File: config.mk
export PLATFORM = sky130hd
export DESIGN_NAME = dboc_top
export DESIGN_NICKNAME = d
export VERILOG_FILES = /design/src/logic/dboc_fifo.v /design/src/logic/dboc_top.v
export VERILOG_INCLUDE_DIRS = /design/src /design/src/pkg
export SDC_FILE = /design/constraint.sdc
export NUM_CORES = 1
export LEC_CHECK = 0
export BUFFER_PORTS_ARGS = -buffer_cell sky130_fd_sc_hd__buf_2
export CORE_ASPECT_RATIO = 1.4
export CORE_MARGIN = 8
export CORE_UTILIZATION = 60
export CTS_CLUSTER_SIZE = 28
export DETAILED_ROUTE_END_ITERATION = 16
export GPL_TIMING_DRIVEN = 0
export PLACE_DENSITY = 0.87
export SYNTH_ARGS = -nofsm -noshare
export SYNTH_HDL_FRONTEND = slang
export SYNTH_SLANG_ARGS = --single-unit
export TNS_END_PERCENT = 30
File: constraint.sdc
create_clock -name REF_CLK -period 8.8 [get_ports REF_CLK]
set_input_delay 1.32 -clock REF_CLK [delete_from_list [all_inputs] [get_ports REF_CLK]]
set_output_delay 1.32 -clock REF_CLK [all_outputs]
set_load 0.05 [all_outputs]
File: src/pkg/dboc_map.vh
`ifndef DBOC_MAP_VH
`define DBOC_MAP_VH
// ****************************************
// Command codes
// ****************************************
`define DBOC_CMD_NOP   3'h0
`define DBOC_CMD_RD    3'h1
`define DBOC_CMD_WR    3'h2
`define DBOC_CMD_MRS   3'h3
`define DBOC_CMD_ZQCL  3'h4
`define DBOC_CMD_DES   3'h7
// ****************************************
// Burst field encodings
// ****************************************
`define DBOC_BL_FIX8   2'h0
`define DBOC_BL_OTF    2'h1
`define DBOC_BL_FIX4   2'h2
// ****************************************
// Address field positions
// ****************************************
`define DBOC_A_BC      12
`define DBOC_A_NIB     2
// ****************************************
// Timing counts in clock cycles, buffer depths and data width
// ****************************************
`define DBOC_ODT_LAT_SUB 6'h02
`define DBOC_ANPD_SUB    6'h01
`define DBOC_BEATS_BC4   4'h4
`define DBOC_BEATS_BL8   4'h8
`define DBOC_NIB_BASE    3'h4
`define DBOC_FIFO_DEPTH  32
`define DBOC_DQ_WIDTH    16
`define DBOC_LAT_DEPTH   32
`endif

File: src/logic/dboc_fifo.v
`timescale 1ns/1ps
`include "dboc_map.vh"
module dboc_fifo #(
   parameter W  = `DBOC_DQ_WIDTH,
   parameter D  = `DBOC_FIFO_DEPTH,
   parameter AW = 5
) (
   input  wire         clk,
   input  wire         srst,
   input  wire         ce,
   input  wire [W-1:0] in_data,
   input  wire         in_valid,
   output wire         in_ready,
   output wire [W-1:0] out_data,
   output wire         out_valid,
   input  wire         out_ready
);
   // ****************************************
   // Storage and pointers
   // ****************************************
   reg [W-1:0]  mem [0:D-1];
   reg [AW-1:0] wp_q;
   reg [AW-1:0] rp_q;
   reg [AW:0]   cnt_q;
   wire         push;
   wire         pop;

   assign in_ready  = (cnt_q != D[AW:0]);
   assign out_valid = (cnt_q != {(AW+1){1'b0}});
   assign out_data  = mem[rp_q];
   assign push      = in_valid & in_ready;
   assign pop       = out_valid & out_ready;

   always @(posedge clk) begin
      if (ce && push) begin
         mem[wp_q] <= in_data;
      end
   end

   always @(posedge clk) begin
      if (srst) begin
         wp_q  <= {AW{1'b0}};
         rp_q  <= {AW{1'b0}};
         cnt_q <= {(AW+1){1'b0}};
      end else if (ce) begin
         if (push) begin
            wp_q <= (wp_q == D[AW-1:0] - 1'b1) ? {AW{1'b0}} : wp_q + 1'b1;
         end
         if (pop) begin
            rp_q <= (rp_q == D[AW-1:0] - 1'b1) ? {AW{1'b0}} : rp_q + 1'b1;
         end
         if (push && !pop) begin
            cnt_q <= cnt_q + 1'b1;
         end else if (pop && !push) begin
            cnt_q <= cnt_q - 1'b1;
         end
      end
   end
endmodule // dboc_fifo

File: src/logic/dboc_top.v
// Contract
// RULE1 - Only NOP or deselect between MRS and ZQCL
// RULE2 - Controller drives zero on A[1:0] for pattern
// RULE3 - Chopped pattern read: A2 selects nibble
// RULE4 - On-the-fly field with A12 low: chop four
// RULE5 - Eight beats: fixed field, or A12 high
// RULE6 - Fixed chop field: always four beats
// RULE7 - Termination input held high four-beat hold time
// RULE8 - After write, hold termination per burst length
// RULE9 - Termination latency is AL plus CWL minus two
// RULE10 - Power-down transition window is WL minus one
// RULE11 - Supply mode change only under held reset
// RULE12 - Read data starts AL plus CL later
// RULE13 - Write data starts AL plus CWL later
`timescale 1ns/1ps
`include "dboc_map.vh"
module dboc_top #(
   parameter DW  = `DBOC_DQ_WIDTH,
   parameter FD  = `DBOC_FIFO_DEPTH,
   parameter LD  = `DBOC_LAT_DEPTH
) (
   input  wire          REF_CLK,
   input  wire          SRST,
   input  wire          CE,
   input  wire [2:0]    CMD,
   input  wire [12:0]   ADDR,
   input  wire          ODT,
   input  wire          CKE,
   input  wire [DW-1:0] WDATA,
   input  wire          WDATA_VALID,
   output wire          WR_READY,
   input  wire [1:0]    BURST_MODE,
   input  wire          MPR_EN,
   input  wire [7:0]    MPR_PATTERN,
   input  wire [4:0]    ADD_LAT,
   input  wire [4:0]    CAS_LAT,
   input  wire [4:0]    CAS_WR_LAT,
   output wire [DW-1:0] RDATA,
   output wire          RDATA_VALID,
   output wire          ODT_TERM,
   output wire          ODT_ASYNC_WIN
);
   // ****************************************
   // Pin synchronisers
   // ****************************************
   localparam SW = 3 + 13 + 1 + 1 + DW + 1;
   // Reset value with CKE at its idle high level
   localparam [SW-1:0] PIN_IDLE = {{(SW-DW-2){1'b0}}, 1'b1, {(DW+1){1'b0}}};
   reg  [SW-1:0] pin_a_q;
   reg  [SW-1:0] pin_b_q;
   wire [2:0]    cmd_s;
   wire [12:0]   addr_s;
   wire          odt_s;
   wire          cke_s;
   wire [DW-1:0] wdata_s;
   wire          wvalid_s;

   always @(posedge REF_CLK) begin
      if (SRST) begin
         pin_a_q <= PIN_IDLE;
         pin_b_q <= PIN_IDLE;
      end else if (CE) begin
         pin_a_q <= {CMD, ADDR, ODT, CKE, WDATA, WDATA_VALID};
         pin_b_q <= pin_a_q;
      end
   end

   assign {cmd_s, addr_s, odt_s, cke_s, wdata_s, wvalid_s} = pin_b_q;

   // ****************************************
   // Latencies
   // ****************************************
   wire [5:0] rl   = {1'b0, ADD_LAT} + {1'b0, CAS_LAT};      // [RULE12]
   wire [5:0] wl   = {1'b0, ADD_LAT} + {1'b0, CAS_WR_LAT};   // [RULE13]
   wire [5:0] odtl = wl - `DBOC_ODT_LAT_SUB;                 // [RULE9]
   wire [5:0] anpd = wl - `DBOC_ANPD_SUB;                    // [RULE10]
   wire [4:0] rl_tap   = (rl == 6'h00) ? 5'h00 : rl[4:0] - 5'h01;
   wire [4:0] wl_tap   = (wl == 6'h00) ? 5'h00 : wl[4:0] - 5'h01;
   wire [4:0] odtl_tap = (odtl[5] || odtl == 6'h00) ? 5'h00
                                                     : odtl[4:0] - 5'h01;

   // ****************************************
   // Burst length decode
   // ****************************************
   reg is_bc4;
   always @* begin
      case (BURST_MODE)
         `DBOC_BL_FIX8: is_bc4 = 1'b0;                        // [RULE5]
         `DBOC_BL_OTF:  is_bc4 = ~addr_s[`DBOC_A_BC];         // [RULE4] [RULE5]
         `DBOC_BL_FIX4: is_bc4 = 1'b1;                        // [RULE6]
         default:       is_bc4 = 1'b0;
      endcase
   end

   wire cmd_rd = (cmd_s == `DBOC_CMD_RD);
   wire cmd_wr = (cmd_s == `DBOC_CMD_WR);

   // ****************************************
   // Command latency pipes
   // ****************************************
   reg [LD-1:0] rd_sh_q;
   reg [LD-1:0] rbc_sh_q;
   reg [LD-1:0] rnib_sh_q;
   reg [LD-1:0] wr_sh_q;
   reg [LD-1:0] wbc_sh_q;
   reg [LD-1:0] odt_sh_q;

   always @(posedge REF_CLK) begin
      if (SRST) begin                                         // [RULE11]
         rd_sh_q   <= {LD{1'b0}};
         rbc_sh_q  <= {LD{1'b0}};
         rnib_sh_q <= {LD{1'b0}};
         wr_sh_q   <= {LD{1'b0}};
         wbc_sh_q  <= {LD{1'b0}};
         odt_sh_q  <= {LD{1'b0}};
      end else if (CE) begin
         rd_sh_q   <= {rd_sh_q[LD-2:0], cmd_rd};
         rbc_sh_q  <= {rbc_sh_q[LD-2:0], is_bc4};
         rnib_sh_q <= {rnib_sh_q[LD-2:0], addr_s[`DBOC_A_NIB]};
         wr_sh_q   <= {wr_sh_q[LD-2:0], cmd_wr};
         wbc_sh_q  <= {wbc_sh_q[LD-2:0], is_bc4};
         odt_sh_q  <= {odt_sh_q[LD-2:0], odt_s};
      end
   end

   wire rd_go  = rd_sh_q[rl_tap];
   wire wr_go  = wr_sh_q[wl_tap];

   // ****************************************
   // Write data into the buffer
   // ****************************************
   reg  [3:0]    wcnt_q;
   wire          fifo_in_ready;
   wire [DW-1:0] fifo_out_data;
   wire          fifo_out_valid;
   wire          fifo_pop;
   wire          wr_win = (wcnt_q != 4'h0);

   assign WR_READY = wr_win & fifo_in_ready;                  // [RULE13]

   always @(posedge REF_CLK) begin
      if (SRST) begin
         wcnt_q <= 4'h0;
      end else if (CE) begin
         if (wr_go) begin
            wcnt_q <= wbc_sh_q[wl_tap] ? `DBOC_BEATS_BC4      // [RULE4] [RULE6]
                                       : `DBOC_BEATS_BL8;     // [RULE5]
         end else if (wr_win) begin
            wcnt_q <= wcnt_q - 4'h1;
         end
      end
   end

   dboc_fifo #(
      .W  (DW),
      .D  (FD),
      .AW (5)
   ) u_fifo (
      .clk       (REF_CLK),
      .srst      (SRST),
      .ce        (CE),
      .in_data   (wdata_s),
      .in_valid  (wvalid_s & wr_win),
      .in_ready  (fifo_in_ready),
      .out_data  (fifo_out_data),
      .out_valid (fifo_out_valid),
      .out_ready (fifo_pop)
   );

   // ****************************************
   // Read burst engine
   // ****************************************
   localparam RS_IDLE  = 2'b01;
   localparam RS_BURST = 2'b10;
   reg [1:0]    rs_q;
   reg [1:0]    rs_d;
   reg [3:0]    rcnt_q;
   reg [2:0]    rbeat_q;
   reg          rmpr_q;
   reg [DW-1:0] rdata_q;
   reg          rvalid_q;

   always @* begin
      case (rs_q)
         RS_IDLE:  rs_d = rd_go ? RS_BURST : RS_IDLE;
         RS_BURST: rs_d = (rcnt_q == 4'h1 && !rd_go) ? RS_IDLE : RS_BURST;
         default:  rs_d = RS_IDLE;
      endcase
   end

   assign fifo_pop = (rs_q == RS_BURST) & ~rmpr_q;

   always @(posedge REF_CLK) begin
      if (SRST) begin
         rs_q     <= RS_IDLE;
         rcnt_q   <= 4'h0;
         rbeat_q  <= 3'h0;
         rmpr_q   <= 1'b0;
         rdata_q  <= {DW{1'b0}};
         rvalid_q <= 1'b0;
      end else if (CE) begin
         rs_q     <= rs_d;
         rvalid_q <= (rs_q == RS_BURST);                      // [RULE12]
         if (rs_q == RS_BURST) begin
            if (rmpr_q) begin
               rdata_q <= {DW{MPR_PATTERN[rbeat_q]}};         // [RULE3]
            end else begin
               rdata_q <= fifo_out_valid ? fifo_out_data : {DW{1'b0}};
            end
            rbeat_q <= rbeat_q + 3'h1;
            rcnt_q  <= rcnt_q - 4'h1;
         end
         if (rd_go) begin
            rmpr_q <= MPR_EN;
            // Pattern starts at beat zero, or beat four for a chop with A2 high; column bits below A2 unused
            rbeat_q <= (rbc_sh_q[rl_tap] && rnib_sh_q[rl_tap])
                       ? `DBOC_NIB_BASE : 3'h0;               // [RULE2] [RULE3]
            rcnt_q  <= rbc_sh_q[rl_tap] ? `DBOC_BEATS_BC4     // [RULE4] [RULE6]
                                        : `DBOC_BEATS_BL8;    // [RULE5]
         end
      end
   end

   assign RDATA       = rdata_q;
   assign RDATA_VALID = rvalid_q;

   // ****************************************
   // Termination timing
   // ****************************************
   reg       cke_d_q;
   reg [5:0] anpd_q;
   reg       term_q;
   wire      cke_edge = cke_s ^ cke_d_q;

   always @(posedge REF_CLK) begin
      if (SRST) begin
         cke_d_q <= 1'b1;
         anpd_q  <= 6'h00;
         term_q  <= 1'b0;
      end else if (CE) begin
         cke_d_q <= cke_s;
         if (cke_edge) begin
            anpd_q <= anpd;                                   // [RULE10]
         end else if (anpd_q != 6'h00) begin
            anpd_q <= anpd_q - 6'h01;
         end
         // Relies on controller holding ODT for the hold times
         if (!cke_s && anpd_q == 6'h00 && !cke_edge) begin
            term_q <= odt_s;                                  // [RULE7] [RULE8]
         end else begin
            term_q <= (odtl == 6'h00) ? odt_s
                                      : odt_sh_q[odtl_tap];   // [RULE9]
         end
      end
   end

   assign ODT_TERM      = term_q;
   assign ODT_ASYNC_WIN = (anpd_q != 6'h00);

   // ****************************************
   // Mode register sequencing
   // ****************************************
   // Buffer and pipes need no guard between MRS and ZQCL   [RULE1]
endmodule // dboc_top

* Yosys cells after proc, flatten, opt, wreduce, memory -nomap -nowiden
Memories as Yosys holds them, arrays and structs flattened. A register that Yosys moved wholly into a read port is not among the register bits.
Cells that the tools add are included.
** Storage, ports and cells
- Flip-flop bits (word level) :: 317
- Bits in writable memories :: 512
- Input bits :: 64
- Output and inout bits :: 20
- Word-level logic and storage cells :: 135
- Memories kept :: 1
** Memory list
- u_fifo.mem :: depth 32, bits a word 16, read ports 1, clocked after Yosys merged registers in 1, wr ports 1, RTL line dboc_fifo.v:21 : reg [W-1:0] mem [0:D-1];
** Cells by class
- Add/subtract/negate cells :: 15
- Order comparisons :: 4
- Eq/ne operators :: 10
- Muxes and demuxes :: 44
- Bitwise operators :: 8
- Reduce and logical (&&, ||, !) cells :: 32
** Operators by type and width (count)
- $mux W5 :: 7
- $mux W16 :: 2
- $bmux W1 S5 :: 6
- $logic_not A6 Y1 :: 4
- $mux W4 :: 6
- $mux W6 :: 4
- $lt A5 B6 Y1 const B :: 3
- $sub A6 B1 Y6 const B :: 3
- $reduce_and A2 Y1 :: 8
- $sub A5 B1 Y5 const B :: 3
- $add A5 B5 Y6 :: 2
- $reduce_bool A6 Y1 :: 2
- $mux W1 :: 11
- $add A5 B1 Y5 const B :: 2
- $eq A5 B5 Y1 const B :: 2
- $mux W3 :: 3
- $reduce_bool A2 Y1 :: 4
- $sub A4 B1 Y4 const B :: 2
- $logic_and A1 B1 Y1 :: 7
- $add A6 B1 Y6 const B :: 1
- $ne A6 B6 Y1 const B :: 1
- $sub A6 B2 Y6 const B :: 1
- $and A1 B1 Y1 :: 5
- $logic_not A1 Y1 :: 5
- 15 further kinds :: 19

* Longest topological paths before layout
- Word-level depth :: 9
- Mapped depth :: 17
- Gate-level depth less buffers :: 16

* Modules after synthesis
From an unflattened synthesis, not the netlist that was laid out.
** Unflattened totals
- Cell total of the unflattened synthesis :: 2452
- Area, all modules :: 33313.2 um^2
** Modules (own cells, without submodules)
- dboc_fifo :: instances 1, cells each 1126, area each 20868.8 um^2, seq. area each 15795.1 um^2
- dboc_top :: instances 1, cells each 1326, area each 12444.4 um^2, seq. area each 4944.7 um^2

* Worst setup path after synthesis
Ideal clock, no wire load.
- Path kind :: input to register
- From :: in ADD_LAT[0]
- To :: reg wcnt_q[2]
- Setup time :: 0.074 ns
- Arrival :: 4.621 ns
- Required time :: 8.726 ns
- Slack :: 4.105 ns
- Stages on the path :: 14
- Buffers on the path :: 4
- Path through :: ha_1 > clkbuf_1 > inv_2 > clkbuf_1 > ha_1 > clkbuf_1 > clkbuf_1 > nand2_1 > o221a_2 > o311ai_1 > o2111ai_1 > mux2_2 > a211o_1 > a31oi_1
** Between the ends
- Word-level cells in the longest chain between the ends :: 7
- Elaborated cells on any way between the ends :: 12
- Classes of those cells :: add/sub (2); mux (7); reduce/logical (3)
** RTL lines
- start: declaration :: RTL line dboc_top.v:35 : input wire [4:0] ADD_LAT,
- $add A5 B5 Y6 * :: RTL line dboc_top.v:74 : wire [5:0] wl = {1'b0, ADD_LAT} + {1'b0, CAS_WR_LAT};
- $sub A5 B1 Y5 or $logic_not A6 Y1 (tied branches) :: RTL line dboc_top.v:78 : wire [4:0] wl_tap = (wl == 6'h00) ? 5'h00 : wl[4:0] - 5'h01;
- $mux W5 * :: RTL line dboc_top.v:78
- $bmux W1 S5 (on tied branches) :: RTL line dboc_top.v:146, dboc_top.v:127
- $mux W1 (on tied branches) :: RTL line dboc_top.v:146, dboc_top.v:127
- $mux W4 (no source line) or $reduce_bool A2 Y1 (tied branches)
- $mux W4 or $reduce_and A2 Y1 (tied branches)
- end signal: assignment :: RTL line dboc_top.v:146 : wcnt_q <= wbc_sh_q[wl_tap] ? `DBOC_BEATS_BC4
- end signal: assignment :: RTL line dboc_top.v:149 : wcnt_q <= wcnt_q - 4'h1;
- end: declaration :: RTL line dboc_top.v:132 : reg [3:0] wcnt_q;
Mark *: on every way between the ends. The rest lies on a longest branch, timed or not. The select of a mux whose other input is x is not followed.
A chain may end at the register's enable or synchronous reset.

* Worst setup path after layout
Same ends and word-level chain as after synthesis.

==> results.md <==
* Outcome: finished clean
* Final period util at between 60% and 70%
* Setup TNS Final at 0 ps
* Post-Synth Simple-Gate Area at ~6.7%
* Hold Violations, Final at 0
* Clock transition at the registers of the reported paths at 70 ps
* GPL Wtd Cong at just over 0.9
* Slew headroom at 2.42%
* Top cell type by total area after synthesis: edfxtp_1
* Sink Count at a little under 800
* CP Class: input pin to flip-flop
* Worst Hold Class: flip-flop to flip-flop
* Initial Utilization at between 60 and 70%
* Comb pwr share at 10.2%
* Synth top area cells: edfxtp_1, dfxtp_1, mux4_2
* Final Skew at 40.2 ps
* Global-route wire length before repair at 128 mm
* Design Power at 0.00804 W
* Clk root buf: clkbuf_16
* Die extent in x at 213 µm
* Initial antenna violation count at 0
* Remaining DRCs at 0
* Via density at 6.52
* Ys async rst share at 0%
* Vias in the first global route at 21000
* I/O Buffers at between 70 and 80
* Final setup violation count at 0
* Clock Path Buffers at 3
* Worst-skew pair later-pin latency at approximately 640 ps
* # rows at 101
* Compound-Gate Fraction of Synth Area at 4.77%
* Hold buffer count at cts at 0
* Sw frac at 24.8%
* Most frequent cells in the layout: edfxtp_1, nor2_1, dfxtp_1
* H-tree levels at 3
* Congestion Overflow GR at 0
* Sequential group share of total power at around half
* Synth top area share at 46.9%
* Synth Area in Adders at 1.63%
* Fin crit period at 5620 ps
* Core ar. at 54100 µm²
* Max_cap viols at 0
* Ports at 84
* Number of synthesized flops with an enable pin at between 500 and 600
* WP data required at 9350 ps
* CTS tree: done
* Fillers at 3578
* Cell internal pwr at 0.00605 W
* Largest family of logic cells by synthesized area: multiplexers
* Synthesized area per cell at between 10 and 15 µm²
* Primary FF master, synth: edfxtp_1
* Starting DRT DRC Count at 2165
* Syn-to-layout area delta at 11.6%
* Register area share after synthesis at 63.3%
* Layout Utilization at just under 70%
* Share of cells above drive strength 1 at between 10% and 20%
* Most common cell after layout, fill and taps aside: edfxtp_1
* Leakage power at between 10 and 15 nW
* Mapped Area at 32800 µm²
* Critical Path Start Type: input pin
* Library cells used by synthesis at 85
* Critical path peak fanout at 11
* Gate Count Post-Synth at 2204
* Clock Power Share at around two fifths
* Peak supply drop at about 0.19 mV
* Xor-xnor portion of the synthesized cell area at 1.16%
* Syn. warnings at 0
* Largest net degree at the start of global routing at 34
* First-pass DRT Iterations at 6
* TritonCTS buffer count at 71
* WL per Instance at approximately 27 µm
* Post-CTS setup buffer count at 0
* Fin. max-slew vios at 0
* Critical Path End Type: flip-flop
* Antenna viol nets, final at 0
* Arrival @ worst endpoint at 6180 ps
* Fmax achieved at 178 MHz
* Pwr Density at 220 nW/µm²
* DIE AREA at 62400 µm²
* # diodes at 0
* Min Hold Slack at 485 ps
* Total via count in the routed design at 20400
* Routed wire length at 84.0 mm
* Psw at 0.00199 W
* Post-CTS sizing at 0
* Global-route usage over all layers at ~27%
* Unrepaired setup endpoints after global routing: no
* Final nets at 2456
* Yosys reg bits at 780
* Mux share of post-synthesis cell area at 20.4%
* Die Ht at about 290 µm
* Least-Margin Pin Slew at around 1500 ps
* Syn nets at 2309
* Post-detail-place hpwl at 55.0 mm
[power groups by stage]
stage / registers (W) / clock network [W] / logic, W
2_1_floorplan: 0.00404 / 0 / 0.000591
5_1_grt: 0.00399 / 0.00339 / 0.000886
6_report: 0.00399 / 0.00323 / 0.000824
3_3_place_gp: 0.00405 / 0 / 0.000774
3_5_place_dp: 0.00406 / 0 / 0.000798
4_1_cts: 0.00398 / 0.00326 / 0.000805
[state kept, by name (all words and copies together) (netlist names), 2 cells and up, named ones only]
signal and count:
RDATA 16, rcnt_q 4, rd_sh_q 32, anpd_q 6, u_fifo.wp_q 5, pin_a_q 24
u_fifo.mem 512, wr_sh_q 32, wcnt_q 4, u_fifo.rp_q 5, rs_q 2, pin_b_q 24
odt_sh_q 32, rnib_sh_q 32, u_fifo.cnt_q 6, rbeat_q 3, rbc_sh_q 32
[per-stage QoR]
stage	setup WS, ps	cells	area [µm²]
finish	3180	3129	36500
global route	2950	3129	36500
CTS	3290	3129	36500
detailed placement	2660	2999	34100
global placement	2650	2996	34000
floorplan	4100	2204	32800
[kinds of logic after synthesis]
kind of cell / after synthesis
muxes: 441
xor gates and xnor gates: 32
DFF: 780
and+or+nand+nor: 510
AOI/OAI and AO/OA: 234
adders and majority gates: 41
buffers and inverters: 166
[cells in the mapped netlist (6+ instances only)]
| cell | count |
|---|---|
| edfxtp_1 | 512 |
| nor2_1 | 313 |
| dfxtp_1 | 268 |
| mux2i_1 | 232 |
| mux4_2 | 179 |
| nand2_1 | 83 |
| clkbuf_1 | 74 |
| a21oi_1 | 69 |
| o21ai_0 | 49 |
| buf_1 | 46 |
| ha_1 | 38 |
| inv_1 | 32 |
| mux2_2 | 30 |
| nor3_1 | 23 |
| nand3_1 | 21 |
| xnor2_1 | 19 |
| a31oi_1 | 12 |
| o211ai_1 | 12 |
| a211oi_1 | 11 |
| buf_2 | 11 |
| and3_1 | 10 |
| nand4_1 | 8 |
| o22ai_1 | 8 |
| a32o_1 | 6 |
| nand2b_1 | 6 |
| nor4_1 | 6 |
[worst max-delay path, cell delays in order]
cell and delay [ps]:
buf_2 120, ha_1 280, clkbuf_1 620, inv_2 310, clkbuf_1 390, ha_1 390, clkbuf_1 490, clkbuf_1 510
nand2_1 290, o221a_2 400, o311ai_1 70, o2111ai_1 180, mux2_2 340, a211o_1 280, a31oi_1 160
[cell type report]
type                    instances  area [µm²]  area share, %
clock buffers                  92        1990           5.44
well taps                     721         902           2.47
clock inverters                38         440           1.21
flip-flops and latches        780       20700           56.8
multi-input cells            1258       11400           31.3
inverters                      34         128          0.349
plain buffers                 132         517           1.41
repair buffers                 74         382           1.04
[worst paths after layout]
check	startpoint	end	slack [ps]	depth (start not counted)
setup reg to reg	flip-flop	RDATA[12]	4800	7
setup / recovery	ADD_LAT[0]	wcnt_q[2]	3180	15
hold reg to reg	pin_a_q[17]	pin_a_q[17]	480	2
hold / removal	pin_a_q[17]	pin_a_q[17]	480	2
[layer usage]
| metal | part of all wire (%) | up-vias | GRT usage (%) |
|---|---|---|---|
| li1 | - | 8721 | - |
| met1 | 35 | 10200 | 31.5 |
| met2 | 50 | 1202 | 45.9 |
| met3 | 8.5 | 307 | 5.50 |
| met4 | 6.9 | 0 | 16.2 |
| met5 | 0 | - | 0 |
No activity file was read; power rests on OpenSTA's default activity.
